==> src/pkg/rdo_pkg.sv <==
// Constants shared by the resolver data output block.
// Assumes a 20 MHz reference clock and a 12-bit tracking loop word.
package rdo_pkg;
   localparam int unsigned DATA_W        = 12;
   localparam int unsigned SER_W         = 16;
   localparam int unsigned FIFO_DEPTH    = 32;
   localparam int unsigned FIFO_W        = 2 * DATA_W + 2;
   // Serial word field positions
   localparam int unsigned SER_DATA_LSB  = 4;
   localparam int unsigned SER_SEL_BIT   = 3;
   localparam int unsigned SER_DEG_BIT   = 2;
   localparam int unsigned SER_LOST_BIT  = 1;
   localparam int unsigned SER_PAR_BIT   = 0;
   // FIFO word field positions
   localparam int unsigned FW_POS_LSB    = 0;
   localparam int unsigned FW_VEL_LSB    = DATA_W;
   localparam int unsigned FW_DEG_BIT    = 2 * DATA_W;
   localparam int unsigned FW_LOST_BIT   = 2 * DATA_W + 1;
   // Reset values
   localparam logic [DATA_W-1:0] POS_RST = 12'h000;
   localparam logic [DATA_W-1:0] VEL_RST = 12'h000;
   localparam logic [5:0]        SYNC_RST = 6'h3f;
   // Pin sync vector positions
   localparam int unsigned SY_SAMPLE = 0;
   localparam int unsigned SY_RD     = 1;
   localparam int unsigned SY_CS     = 2;
   localparam int unsigned SY_PSEL   = 3;
   localparam int unsigned SY_SMODE  = 4;
   localparam int unsigned SY_SCLK   = 5;
   // Bus line roles in serial mode
   localparam int unsigned LINE_SOUT = 11;
   localparam int unsigned LINE_SCLK = 10;
   localparam logic [DATA_W-1:0] OE_SERIAL   = 12'h800;
   localparam logic [DATA_W-1:0] OE_PARALLEL = 12'hfff;
   // Encoder update tick derived from the clock rates
   localparam longint unsigned REF_CLK_HZ = 20_000_000;
   localparam longint unsigned UPDATE_HZ  = 4_096_000;
   localparam int unsigned     ACC_W      = 16;
   localparam logic [ACC_W-1:0] TICK_INC  =
      ACC_W'((UPDATE_HZ << ACC_W) / REF_CLK_HZ);
endpackage

==> src/pkg/rdo_fifo_if.sv <==
// Valid/ready stream between the output block and its sample FIFO.
// Assumes one clock for both sides.
`timescale 1ns/1ps
interface rdo_fifo_if #(parameter int unsigned W = 8);
   logic         in_valid;
   logic         in_ready;
   logic [W-1:0] in_data;
   logic         out_valid;
   logic         out_ready;
   logic [W-1:0] out_data;
   modport user (output in_valid, in_data, out_ready,
                 input  in_ready, out_valid, out_data);
   modport fifo (input  in_valid, in_data, out_ready,
                 output in_ready, out_valid, out_data);
endinterface

==> src/rtl/rdo_fifo.sv <==
// Synchronous FIFO for latched samples.
// Assumes one clock; depth is a power of two.
`timescale 1ns/1ps
module rdo_fifo #(
   parameter int unsigned W     = 8,
   parameter int unsigned DEPTH = 32
) (
   input  wire logic ref_clk,
   input  wire logic rst,
   rdo_fifo_if.fifo  s
);
   localparam int unsigned AW = $clog2(DEPTH);
   generate
      if (DEPTH < 2 || (1 << AW) != DEPTH) begin : g_chk
         $error("rdo_fifo depth must be a power of two");
      end
   endgenerate
   logic [W-1:0] mem [DEPTH];
   logic [AW:0]  wr_q;
   logic [AW:0]  rd_q;
   wire          full  = (wr_q[AW] != rd_q[AW]) &&
                         (wr_q[AW-1:0] == rd_q[AW-1:0]);
   wire          empty = (wr_q == rd_q);
   wire          push  = s.in_valid && !full;
   wire          pop   = s.out_ready && !empty;
   assign s.in_ready  = !full;
   assign s.out_valid = !empty;
   assign s.out_data  = mem[rd_q[AW-1:0]];
   always_ff @(posedge ref_clk) begin
      if (push) begin
         mem[wr_q[AW-1:0]] <= s.in_data;
      end
   end
   always_ff @(posedge ref_clk or posedge rst) begin
      if (rst) begin
         wr_q <= '0;
         rd_q <= '0;
      end else begin
         wr_q <= push ? wr_q + 1'b1 : wr_q;
         rd_q <= pop ? rd_q + 1'b1 : rd_q;
      end
   end
endmodule

==> src/rtl/rdo_encoder.sv <==
// Incremental encoder emulation from the tracking angle.
// Assumes a one-cycle update tick and an angle on the same clock.
`timescale 1ns/1ps
module rdo_encoder
   import rdo_pkg::*;
#(
   parameter int unsigned W = DATA_W
) (
   input  wire logic         ref_clk,
   input  wire logic         rst,
   input  wire logic         tick,
   input  wire logic [W-1:0] angle,
   output logic              quad_a,
   output logic              quad_b,
   output logic              index_marker_pulse,
   output logic              direction
);
   generate
      if (W < 3) begin : g_chk
         $error("rdo_encoder needs at least 3 angle bits");
      end
   endgenerate
   logic [W-1:0] count_q;
   wire  [W-1:0] diff   = angle - count_q;
   wire          moving = (diff != '0);
   wire          up     = !diff[W-1];
   wire  [W-1:0] count_d = up ? count_q + 1'b1 : count_q - 1'b1;
   always_ff @(posedge ref_clk or posedge rst) begin
      if (rst) begin
         count_q            <= POS_RST;
         quad_a             <= 1'b0;
         quad_b             <= 1'b0;
         index_marker_pulse <= 1'b0;
         direction          <= 1'b1;
      end else if (tick && moving) begin
         count_q            <= count_d;
         quad_a             <= count_d[1] ^ count_d[0];
         quad_b             <= count_d[1];
         index_marker_pulse <= (count_d == '0);
         direction          <= up;
      end
   end
endmodule

==> src/rtl/rdo_output_ports.sv <==
// Resolver data output ports: holding registers, parallel and serial
// read, encoder emulation.
// Assumes the tracking loop words and fault flags arrive on ref_clk;
// all host pins are asynchronous and pass two flip-flops.
// Operation
// - Bus floats; drives only while select and read low
// - Read fall copies selected register to buffer
// - Read high releases bus to float
// - Sample fall latches position and velocity
// - Tracking runs on; only holding registers frozen
// - Select high position, low velocity, before read
// - Serial: line 11 out, line 10 clock
// - Sixteen-bit shift register, bit 15 first
// - Word: data, select bit, degraded, lost flags
// - Bit 0 makes word parity odd
// - Position unsigned, velocity twos complement
// - MSB ready first; later bits on rises
// - Extra clocks past word shift out zeros
// - 1024 quadrature pulses, A leads when increasing
// - Direction high for increasing angle
// - Index marker one quarter A cycle at zero
// - Encoder updated at 4.096 MHz, four per pulse
// - Serial mode input high selects parallel port
// - Reset zeroes position, clears both fault flags
`timescale 1ns/1ps
module rdo_output_ports
   import rdo_pkg::*;
#(
   parameter int unsigned W     = DATA_W,
   parameter int unsigned DEPTH = FIFO_DEPTH
) (
   input  wire logic         ref_clk,
   input  wire logic         rst,
   input  wire logic [W-1:0] position_in,
   input  wire logic [W-1:0] velocity_in,
   input  wire logic         degraded_in,
   input  wire logic         lost_in,
   input  wire logic         sample_n,
   input  wire logic         read_n,
   input  wire logic         chip_select_n,
   input  wire logic         position_select,
   input  wire logic         serial_mode_n,
   input  wire logic [W-1:0] bus_in,
   output logic [W-1:0]      bus_out,
   output logic [W-1:0]      bus_oe,
   output logic              signal_degraded_flag,
   output logic              tracking_lost_flag,
   output logic              quad_a,
   output logic              quad_b,
   output logic              index_marker_pulse,
   output logic              direction
);
   generate
      if (W != DATA_W) begin : g_chk
         $error("rdo_output_ports supports a 12-bit word only");
      end
   endgenerate

   // Pin synchronisers
   wire  [5:0] pins_raw = {bus_in[LINE_SCLK], serial_mode_n,
                           position_select, chip_select_n,
                           read_n, sample_n};
   logic [5:0] sync1_q;
   logic [5:0] sync2_q;
   logic [5:0] sync3_q;

   always_ff @(posedge ref_clk or posedge rst) begin
      if (rst) begin
         sync1_q <= SYNC_RST;
         sync2_q <= SYNC_RST;
         sync3_q <= SYNC_RST;
      end else begin
         sync1_q <= pins_raw;
         sync2_q <= sync1_q;
         sync3_q <= sync2_q;
      end
   end

   wire sample_fall = sync3_q[SY_SAMPLE] && !sync2_q[SY_SAMPLE];
   wire rd_low      = !sync2_q[SY_RD];
   wire rd_fall     = sync3_q[SY_RD] && rd_low;
   wire cs_low      = !sync2_q[SY_CS];
   wire psel        = sync2_q[SY_PSEL];
   wire serial_mode = !sync2_q[SY_SMODE];
   wire sclk_rise   = !sync3_q[SY_SCLK] && sync2_q[SY_SCLK];
   wire read_active = rd_low && cs_low;
   wire read_begin  = rd_fall && cs_low;

   // Sample FIFO in the data path
   rdo_fifo_if #(.W(FIFO_W)) fq ();

   rdo_fifo #(
      .W     (FIFO_W),
      .DEPTH (DEPTH)
   ) u_fifo (
      .ref_clk (ref_clk),
      .rst     (rst),
      .s       (fq.fifo)
   );

   // Capture straight from the running integrators
   assign fq.in_valid = sample_fall;
   assign fq.in_data  = {lost_in, degraded_in,
                         velocity_in, position_in};
   // Holding registers frozen while a read is in progress
   assign fq.out_ready = !read_active;

   logic [W-1:0] pos_hold_q;
   logic [W-1:0] vel_hold_q;
   logic         deg_hold_q;
   logic         lost_hold_q;
   wire          hold_load = fq.out_valid && fq.out_ready;

   always_ff @(posedge ref_clk or posedge rst) begin
      if (rst) begin
         pos_hold_q  <= POS_RST;
         vel_hold_q  <= VEL_RST;
         deg_hold_q  <= 1'b0;
         lost_hold_q <= 1'b0;
      end else if (hold_load) begin
         pos_hold_q  <= fq.out_data[FW_POS_LSB +: W];
         vel_hold_q  <= fq.out_data[FW_VEL_LSB +: W];
         deg_hold_q  <= fq.out_data[FW_DEG_BIT];
         lost_hold_q <= fq.out_data[FW_LOST_BIT];
      end
   end

   // Word selection; both formats pass through unchanged
   wire [W-1:0] sel_word = psel ? pos_hold_q : vel_hold_q;
   wire [SER_W-1:0] ser_body;
   assign ser_body[SER_W-1:SER_DATA_LSB] = sel_word;
   assign ser_body[SER_SEL_BIT]          = psel;
   assign ser_body[SER_DEG_BIT]          = deg_hold_q;
   assign ser_body[SER_LOST_BIT]         = lost_hold_q;
   assign ser_body[SER_PAR_BIT]          = 1'b0;
   wire odd_check_bit = ~^ser_body[SER_W-1:1];
   wire [SER_W-1:0] ser_word = {ser_body[SER_W-1:1], odd_check_bit};

   // Parallel output buffer
   logic [W-1:0] par_buf_q;
   wire  [W-1:0] par_buf_d = (read_begin && !serial_mode) ?
                             sel_word : par_buf_q;

   // Serial shift register; load at read start, MSB ready at once
   logic [SER_W-1:0] shift_q;
   wire              ser_load  = read_begin && serial_mode;
   wire              ser_shift = read_active && serial_mode &&
                                 sclk_rise && !rd_fall;
   wire [SER_W-1:0]  shift_d   = ser_load  ? ser_word :
                                 ser_shift ? {shift_q[SER_W-2:0],
                                              1'b0} :
                                 shift_q;

   // Pin drive
   wire [W-1:0] ser_pins = {shift_d[SER_W-1], {(W-1){1'b0}}};
   wire [W-1:0] bus_d    = serial_mode ? ser_pins : par_buf_d;
   wire [W-1:0] oe_mode  = serial_mode ? OE_SERIAL :
                                         OE_PARALLEL;
   wire [W-1:0] oe_d     = read_active ? oe_mode : '0;

   always_ff @(posedge ref_clk or posedge rst) begin
      if (rst) begin
         par_buf_q <= POS_RST;
         shift_q   <= '0;
         bus_out   <= POS_RST;
         bus_oe    <= '0;
      end else begin
         par_buf_q <= par_buf_d;
         shift_q   <= shift_d;
         bus_out   <= bus_d;
         bus_oe    <= oe_d;
      end
   end

   // Fault flag pins follow the holding registers
   always_ff @(posedge ref_clk or posedge rst) begin
      if (rst) begin
         signal_degraded_flag <= 1'b0;
         tracking_lost_flag   <= 1'b0;
      end else begin
         signal_degraded_flag <= deg_hold_q;
         tracking_lost_flag   <= lost_hold_q;
      end
   end

   // Encoder update tick by phase accumulation
   logic [ACC_W-1:0] acc_q;
   logic             tick_q;
   wire  [ACC_W:0]   acc_sum = {1'b0, acc_q} + {1'b0, TICK_INC};

   always_ff @(posedge ref_clk or posedge rst) begin
      if (rst) begin
         acc_q  <= '0;
         tick_q <= 1'b0;
      end else begin
         acc_q  <= acc_sum[ACC_W-1:0];
         tick_q <= acc_sum[ACC_W];
      end
   end

   // Encoder runs from the live angle, not the held one
   rdo_encoder #(
      .W (W)
   ) u_encoder (
      .ref_clk            (ref_clk),
      .rst                (rst),
      .tick               (tick_q),
      .angle              (position_in),
      .quad_a             (quad_a),
      .quad_b             (quad_b),
      .index_marker_pulse (index_marker_pulse),
      .direction          (direction)
   );
endmodule

==> config.mk <==
export PLATFORM = sky130hd
export DESIGN_NAME = rdo_output_ports
export DESIGN_NICKNAME = d
export VERILOG_FILES = /design/src/pkg/rdo_pkg.sv /design/src/pkg/rdo_fifo_if.sv /design/src/rtl/rdo_fifo.sv /design/src/rtl/rdo_encoder.sv /design/src/rtl/rdo_output_ports.sv
export SDC_FILE = /design/constraint.sdc
export NUM_CORES = 1
export LEC_CHECK = 0
export BUFFER_PORTS_ARGS = -buffer_cell sky130_fd_sc_hd__buf_2
export CELL_PAD_IN_SITES_DETAIL_PLACEMENT = 1
export CELL_PAD_IN_SITES_GLOBAL_PLACEMENT = 1
export CORE_MARGIN = 3
export CORE_UTILIZATION = 60
export DETAILED_ROUTE_END_ITERATION = 12
export PLACE_DENSITY = 0.82
export SKIP_CTS_REPAIR_TIMING = 1
export SYNTH_ARGS = -nofsm -noshare
export SYNTH_HDL_FRONTEND = slang
export SYNTH_SLANG_ARGS = --single-unit
==> constraint.sdc <==
create_clock -name ref_clk -period 12.4 [get_ports ref_clk]
set_input_delay 1.24 -clock ref_clk [delete_from_list [all_inputs] [get_ports ref_clk]]
set_output_delay 1.24 -clock ref_clk [all_outputs]
set_load 0.005 [all_outputs]
Word level (Yosys, flattened, before mapping)
Memory sizes are Yosys's and may differ from the RTL's. A register that Yosys moved wholly into a read port is not among the register bits.
Cells that the tools add are included.
- memory bits (writable): 832
- bits in latches: 0
- memories kept: 1
- ROM bits: 0
- input port bits: 45
- register bits: 117
- word-level logic and storage cells: 68
- reduce and logical (&&, ||, !) cells: 28
- magnitude comparators: 0
- equal/unequal tests: 3
- multiplexer cells: 10
- multiply operators: 0
- bitwise logic cells: 1
- divide/modulo/power cells: 0
- add/subtract/negate cells: 6
- shifts and indexed selects: 0
- memories (name ; depth ; width ; rd ports ; clocked after memory_dff ; write ports ; RTL line ; RTL):
    u_fifo.mem ; 32 ; 26 ; 1 ; 1 ; 1 ; rdo_fifo.sv:18 ; logic [W-1:0] mem [DEPTH];
- operator list (kind ; count):
    $mux 12 ; 5
    $mux 16 ; 2
    $add 16x14->17 const B ; 1
    $reduce_xnor 15->1 ; 1
    $logic_and 1x1->1 ; 14
    $add 12x1->12 const B ; 1
    $add 6x1->6 const B ; 2
    $logic_not 12->1 ; 1
    $reduce_bool 12->1 ; 1
    $sub 12x1->12 const B ; 1
    $sub 12x12->12 ; 1
    $mux 11 ; 1
    $logic_not 1->1 ; 10
    $eq 6x6->1 ; 1
    $eq 5x5->1 ; 1
    $mux 1 ; 2
    $reduce_bool 2->1 ; 1
    $ne 1x1->1 ; 1
    $xor 1x1->1 ; 1

Depth between registers and ports, before layout
- depth after elaboration: 8
- gate-level depth with buffers: 18

Modules after synthesis
From an unflattened synthesis, not the netlist that was laid out.
- cells, all modules: 2340
- area total of the unflattened synthesis: 38796.0 µm²
- by module, submodules not included (module ; cells each ; sequential area each (µm²) ; times used ; area an instance (µm²)):
    rdo_fifo ; 1834 ; 25284.2 ; 1 ; 32966.6
    rdo_output_ports ; 308 ; 2571.2 ; 1 ; 4093.9
    rdo_encoder ; 198 ; 376.6 ; 1 ; 1735.4

Worst setup path after synthesis
No wires, ideal clock.
- path kind: input port to flip-flop
- start point: input position_in[4]
- end point: register u_encoder.index_marker_pulse
- arrival time: 4897 ps
- path buffers: 0
- data required time: 12336 ps
- path slack: 7439 ps
- cell stages on the path: 16
- setup time: 64 ps
- cells stage by stage: ha_1 > a21o_1 > or3_1 > o21a_1 > or3_1 > o311ai_2 > xnor2_2 > ha_1 > a21oi_1 > o2111ai_1 > a31o_2 > a21oi_1 > xnor2_1 > or3_1 > nor4_1 > mux2_4
- word-level cells in the longest chain between the ends: 3
- RTL lines (element ; RTL line ; RTL):
    from (decl) ; rdo_output_ports.sv:34 ; input wire logic [W-1:0] position_in,
    $sub 12x12->12 * ; rdo_encoder.sv:24 ; wire [W-1:0] diff = angle - count_q;
    $mux 12 / $reduce_bool 12->1 (equally long branches) ; rdo_encoder.sv:27, rdo_encoder.sv:25 ;
    $logic_not 12->1 / $logic_and 1x1->1 (equally long branches) ; rdo_encoder.sv:39, rdo_encoder.sv:35 ;
    to (signal assigned) ; rdo_encoder.sv:39 ; index_marker_pulse <= (count_d == '0);
    to (decl) ; rdo_encoder.sv:15 ; output logic index_marker_pulse,
Mark *: on every way between the ends. The rest lies on a longest branch, timed or not.
A chain may end at the register's enable or synchronous reset.

Worst setup path in the final report
Ends and elaborated chain as after synthesis.

==> key figures <==
Logic synthesis
  • #FFs+latches synth: 961
  • Synth area leaders: edfxtp_1, mux4_2, dfrtp_1
  • Syn_nets: about 1.9k
  • Syn Area/Cell: about 21 um^2
  • Primary FF master, synth: edfxtp_1
  • Synth Instances: between 1.5k and 2k
  • Post-synthesis sequential area ratio: 0.748
  • Yosys top cell by area: edfxtp_1
  • Post-synth EDFFs: approximately 830
  • Ys async rst share: 0.134
  • Yosys warns: 0
  • Synth top area share: 0.662
  • Top cells by count, synth: edfxtp_1, mux4_2, dfrtp_1, nor2_1, clkbuf_1
  • Post-Syn Area: about 38000 um^2
  • Cell variety after synth: 57
  • Count leader, synth: edfxtp_1

STA
  • Final period utilization: 0.441
  • Fmax: roughly 180 MHz
  • RSZ-0062 raised after global routing: no
  • Setup TNS Final: 0 ns
  • Fin Hold WS: 0.355 ns
  • Tightest Pin Transition: around 0.94 ns
  • Final setup viols: 0
  • Final Skew: between 0.03 and 0.04 ns
  • Final Hold Fails: 0
  • Max-slew violations: 0
  • Min Tclk post-route: about 5.5 ns
  • Slew headroom: 0.370

Die
  • Die height: approximately 260 um
  • Initial Util: 0.609
  • Die X: approximately 260 um
  • Core ar.: around 62000 um^2
  • I/O pin cnt: 75
  • Num rows: 91
  • Die area: 66000 um^2

Place
  • DP Wirelength: between 50000 and 60000 um
  • GP Congestion: between 0.8 and 0.9
  • IO Port Bufs: 63

Clock network
  • Clock Tree Buf Depth: 3
  • Clock latency on the worst-skew pair: around 0.66 ns
  • Root buffer cell: clkbuf_16
  • TritonCTS clock tree: yes
  • Number of buffers created by CTS: a little over 90
  • H-Tree Level Count: 3
  • CTS sink cnt: just under 1k
  • CTS clk-pin slew, worst paths: ~0.060 ns

Status
  • Outcome: completed

Drt
  • 1st-iter DRT viols: between 2k and 3k
  • DRT Pass-1 Iters: 5
  • Routed vias: about 19k
  • Drt total wl: between 100000 and 150000 um
  • DRT antenna net count: 0
  • Via density: about 6.8
  • Mean routed wirelength per cell: 36.0 um
  • Drt drc: 0

Setup path
  • Req. time, crit path: around 13 ns
  • Critical Path End Type: register
  • Crit-path cells: buf_2 -> ha_1 -> a21o_1 -> or3_1 -> o21a_1 -> nor2_1 -> o311ai_2 -> xnor2_2 -> inv_1 -> fa_1 -> nor2b_1 -> o2111ai_1 -> nand4_1 -> nand2_1 -> xnor2_1 -> or3_1 -> nor4_1 -> mux2_4
  • RR Endpoint: vel_hold_q[6]
  • Worst-path fanout max: 33
  • Reg2reg start: u_fifo.rd_q[0]
  • Crit-path most repeated cell: or3_1
  • Worst Reg-to-Reg Cells: 7
  • CP Launch Type: primary input
  • CP arrival: just over 6 ns
  • Worst path max stage delay: ~0.67 ns
  • R2r setup slk: about 7.4 ns
  • CP max-delay cell: xnor2_2
  • Critical path class: in -> reg

Pwr
  • Total power: between 0.01 and 0.015 W
  • Net Sw Frac: 0.309
  • Leakage: approximately 14 nW
  • Comb pwr share: 0.312
  • Clock power frac: 0.291
  • Switching pwr: between 0.003 and 0.004 W
  • PD cells: 238 nW/um^2
  • Peak VDD IR: between 0.2 and 0.3 mV
  • Share of power burned in registers: 0.397
  • Internal power: ~0.0070 W

Worst hold path
  • Type of the tightest min-delay check: reg -> reg
  • Worst hold start: sync1_q[3]
  • WHS Path Cells: 0
  • Hold endpoint: sync2_q[3]

Final layout
  • Share of cells above drive strength 1: 0.292
  • Synth-to-Final Area Change: 12.5%
  • Area of the multi-input gates: roughly 9300 um^2
  • Storage cell area: 28200 um^2
  • FILL cells: ~4.9k
  • Nets@finish: approximately 2.0k

Global routing
  • Total congestion overflow: 0
  • Largest net degree at the start of global routing: 114
  • Vias in the first global route: roughly 21k
  • Global-route wire length before repair: roughly 150000 um
  • Gr usage total: 0.318
  • Initial antenna violation count: 2

Run
  • Max cap viols: 0
## stage by stage
stage | instance area [um^2] | util | cells | setup slack (ns)
2_1_floorplan | 37800 | - | 1801 | 7.44
3_3_place_gp | 39300 | 0.635 | 2653 | 6.51
3_5_place_dp | 39300 | 0.635 | 2653 | 6.37
4_1_cts | 42500 | 0.685 | 2823 | 6.98
5_1_grt | 42500 | 0.686 | 2824 | 6.58
6_report | 42500 | 0.686 | 2825 | 6.94
## layer usage
metal	GRT usage	wire, um	up-vias
met5	0	0	-
met4	0.103	3230	0
met3	0.0568	9550	210
met2	0.529	52100	1305
met1	0.436	36700	10200
li1	-	-	7545
## cells in the final DEF (no fill, tap or decap), drive strengths merged, types with 4 or more instances in the layout
master  count
nor2       94
and3        7
or3         5
a221o       7
buf       109
xor2       19
xnor2      38
mux2i      40
nand3      12
and2       18
bufinv     12
nand2b      6
nand2      37
dfstp      16
nor2b       4
mux2       13
nor4        4
mux4      260
nand4       6
dfrtp     113
clkinv     18
nor3       11
clkbuf    136
o21ai      11
ha         28
edfxtp    832
a21oi      57
inv        27
## power by group through the flow
stage          sequential, W  combinational [W]  clock [W]
6_report             0.00401            0.00315    0.00294
3_5_place_dp         0.00405            0.00305          0
2_1_floorplan        0.00389            0.00235          0
5_1_grt              0.00402            0.00336    0.00311
3_3_place_gp         0.00404            0.00292          0
4_1_cts              0.00400            0.00317    0.00297
## state kept, by name, summed over array words and instances, names as in the netlist, 12 cells and up
signal	count
u_fifo.mem	832
shift_q	16
par_buf_q	12
pos_hold_q	12
bus_out	12
acc_q	16
u_encoder.count_q	12
vel_hold_q	12
## how the worst max path moves through the flow
stage / from / end / slack, ns / depth (start not counted)
after floorplan: position_in[4] / u_encoder.index_marker_pulse / 7.44 / 16
after global placement: position_in[4] / u_encoder.index_marker_pulse / 6.51 / 17
after detailed placement: position_in[4] / u_encoder.index_marker_pulse / 6.37 / 17
after CTS: position_in[4] / u_encoder.index_marker_pulse / 6.98 / 18
after global routing: position_in[4] / u_encoder.index_marker_pulse / 6.58 / 18
final: position_in[4] / u_encoder.index_marker_pulse / 6.94 / 18
## critical path, delay by kind of cell
| family | cells | cell delay (ns) |
|---|---|---|
| and+or+nand+nor | 7 | 1.55 |
| adders and majority gates | 2 | 0.88 |
| xor gates and xnor gates | 2 | 0.82 |
| AOI/OAI and AO/OA | 4 | 0.72 |
| buffers and inverters | 2 | 0.64 |
| muxes | 1 | 0.19 |
## cells by family after synthesis
logic type,after synthesis,synth area share
multiplexers,313,0.170
AO/OA/AOI/OAI,108,0.0191
flip-flops,961,0.748
XOR/XNOR,57,0.0134
adder cells (fa/ha/maj),30,0.0103
buffers and inverters,120,0.0131
AND/OR/NAND/NOR,212,0.0260
## cell type report
| class | instances | share of cell area |
|---|---|---|
| flip-flops and latches | 961 | 0.665 |
| clock buffers | 136 | 0.0625 |
| diodes | 2 | 0.000118 |
| inverters | 26 | 0.00242 |
| repair buffers | 109 | 0.0159 |
| multi-input cells | 720 | 0.218 |
| clock inverters | 34 | 0.0113 |
| well taps | 837 | 0.0247 |
Power figures use the tool's default switching activity.
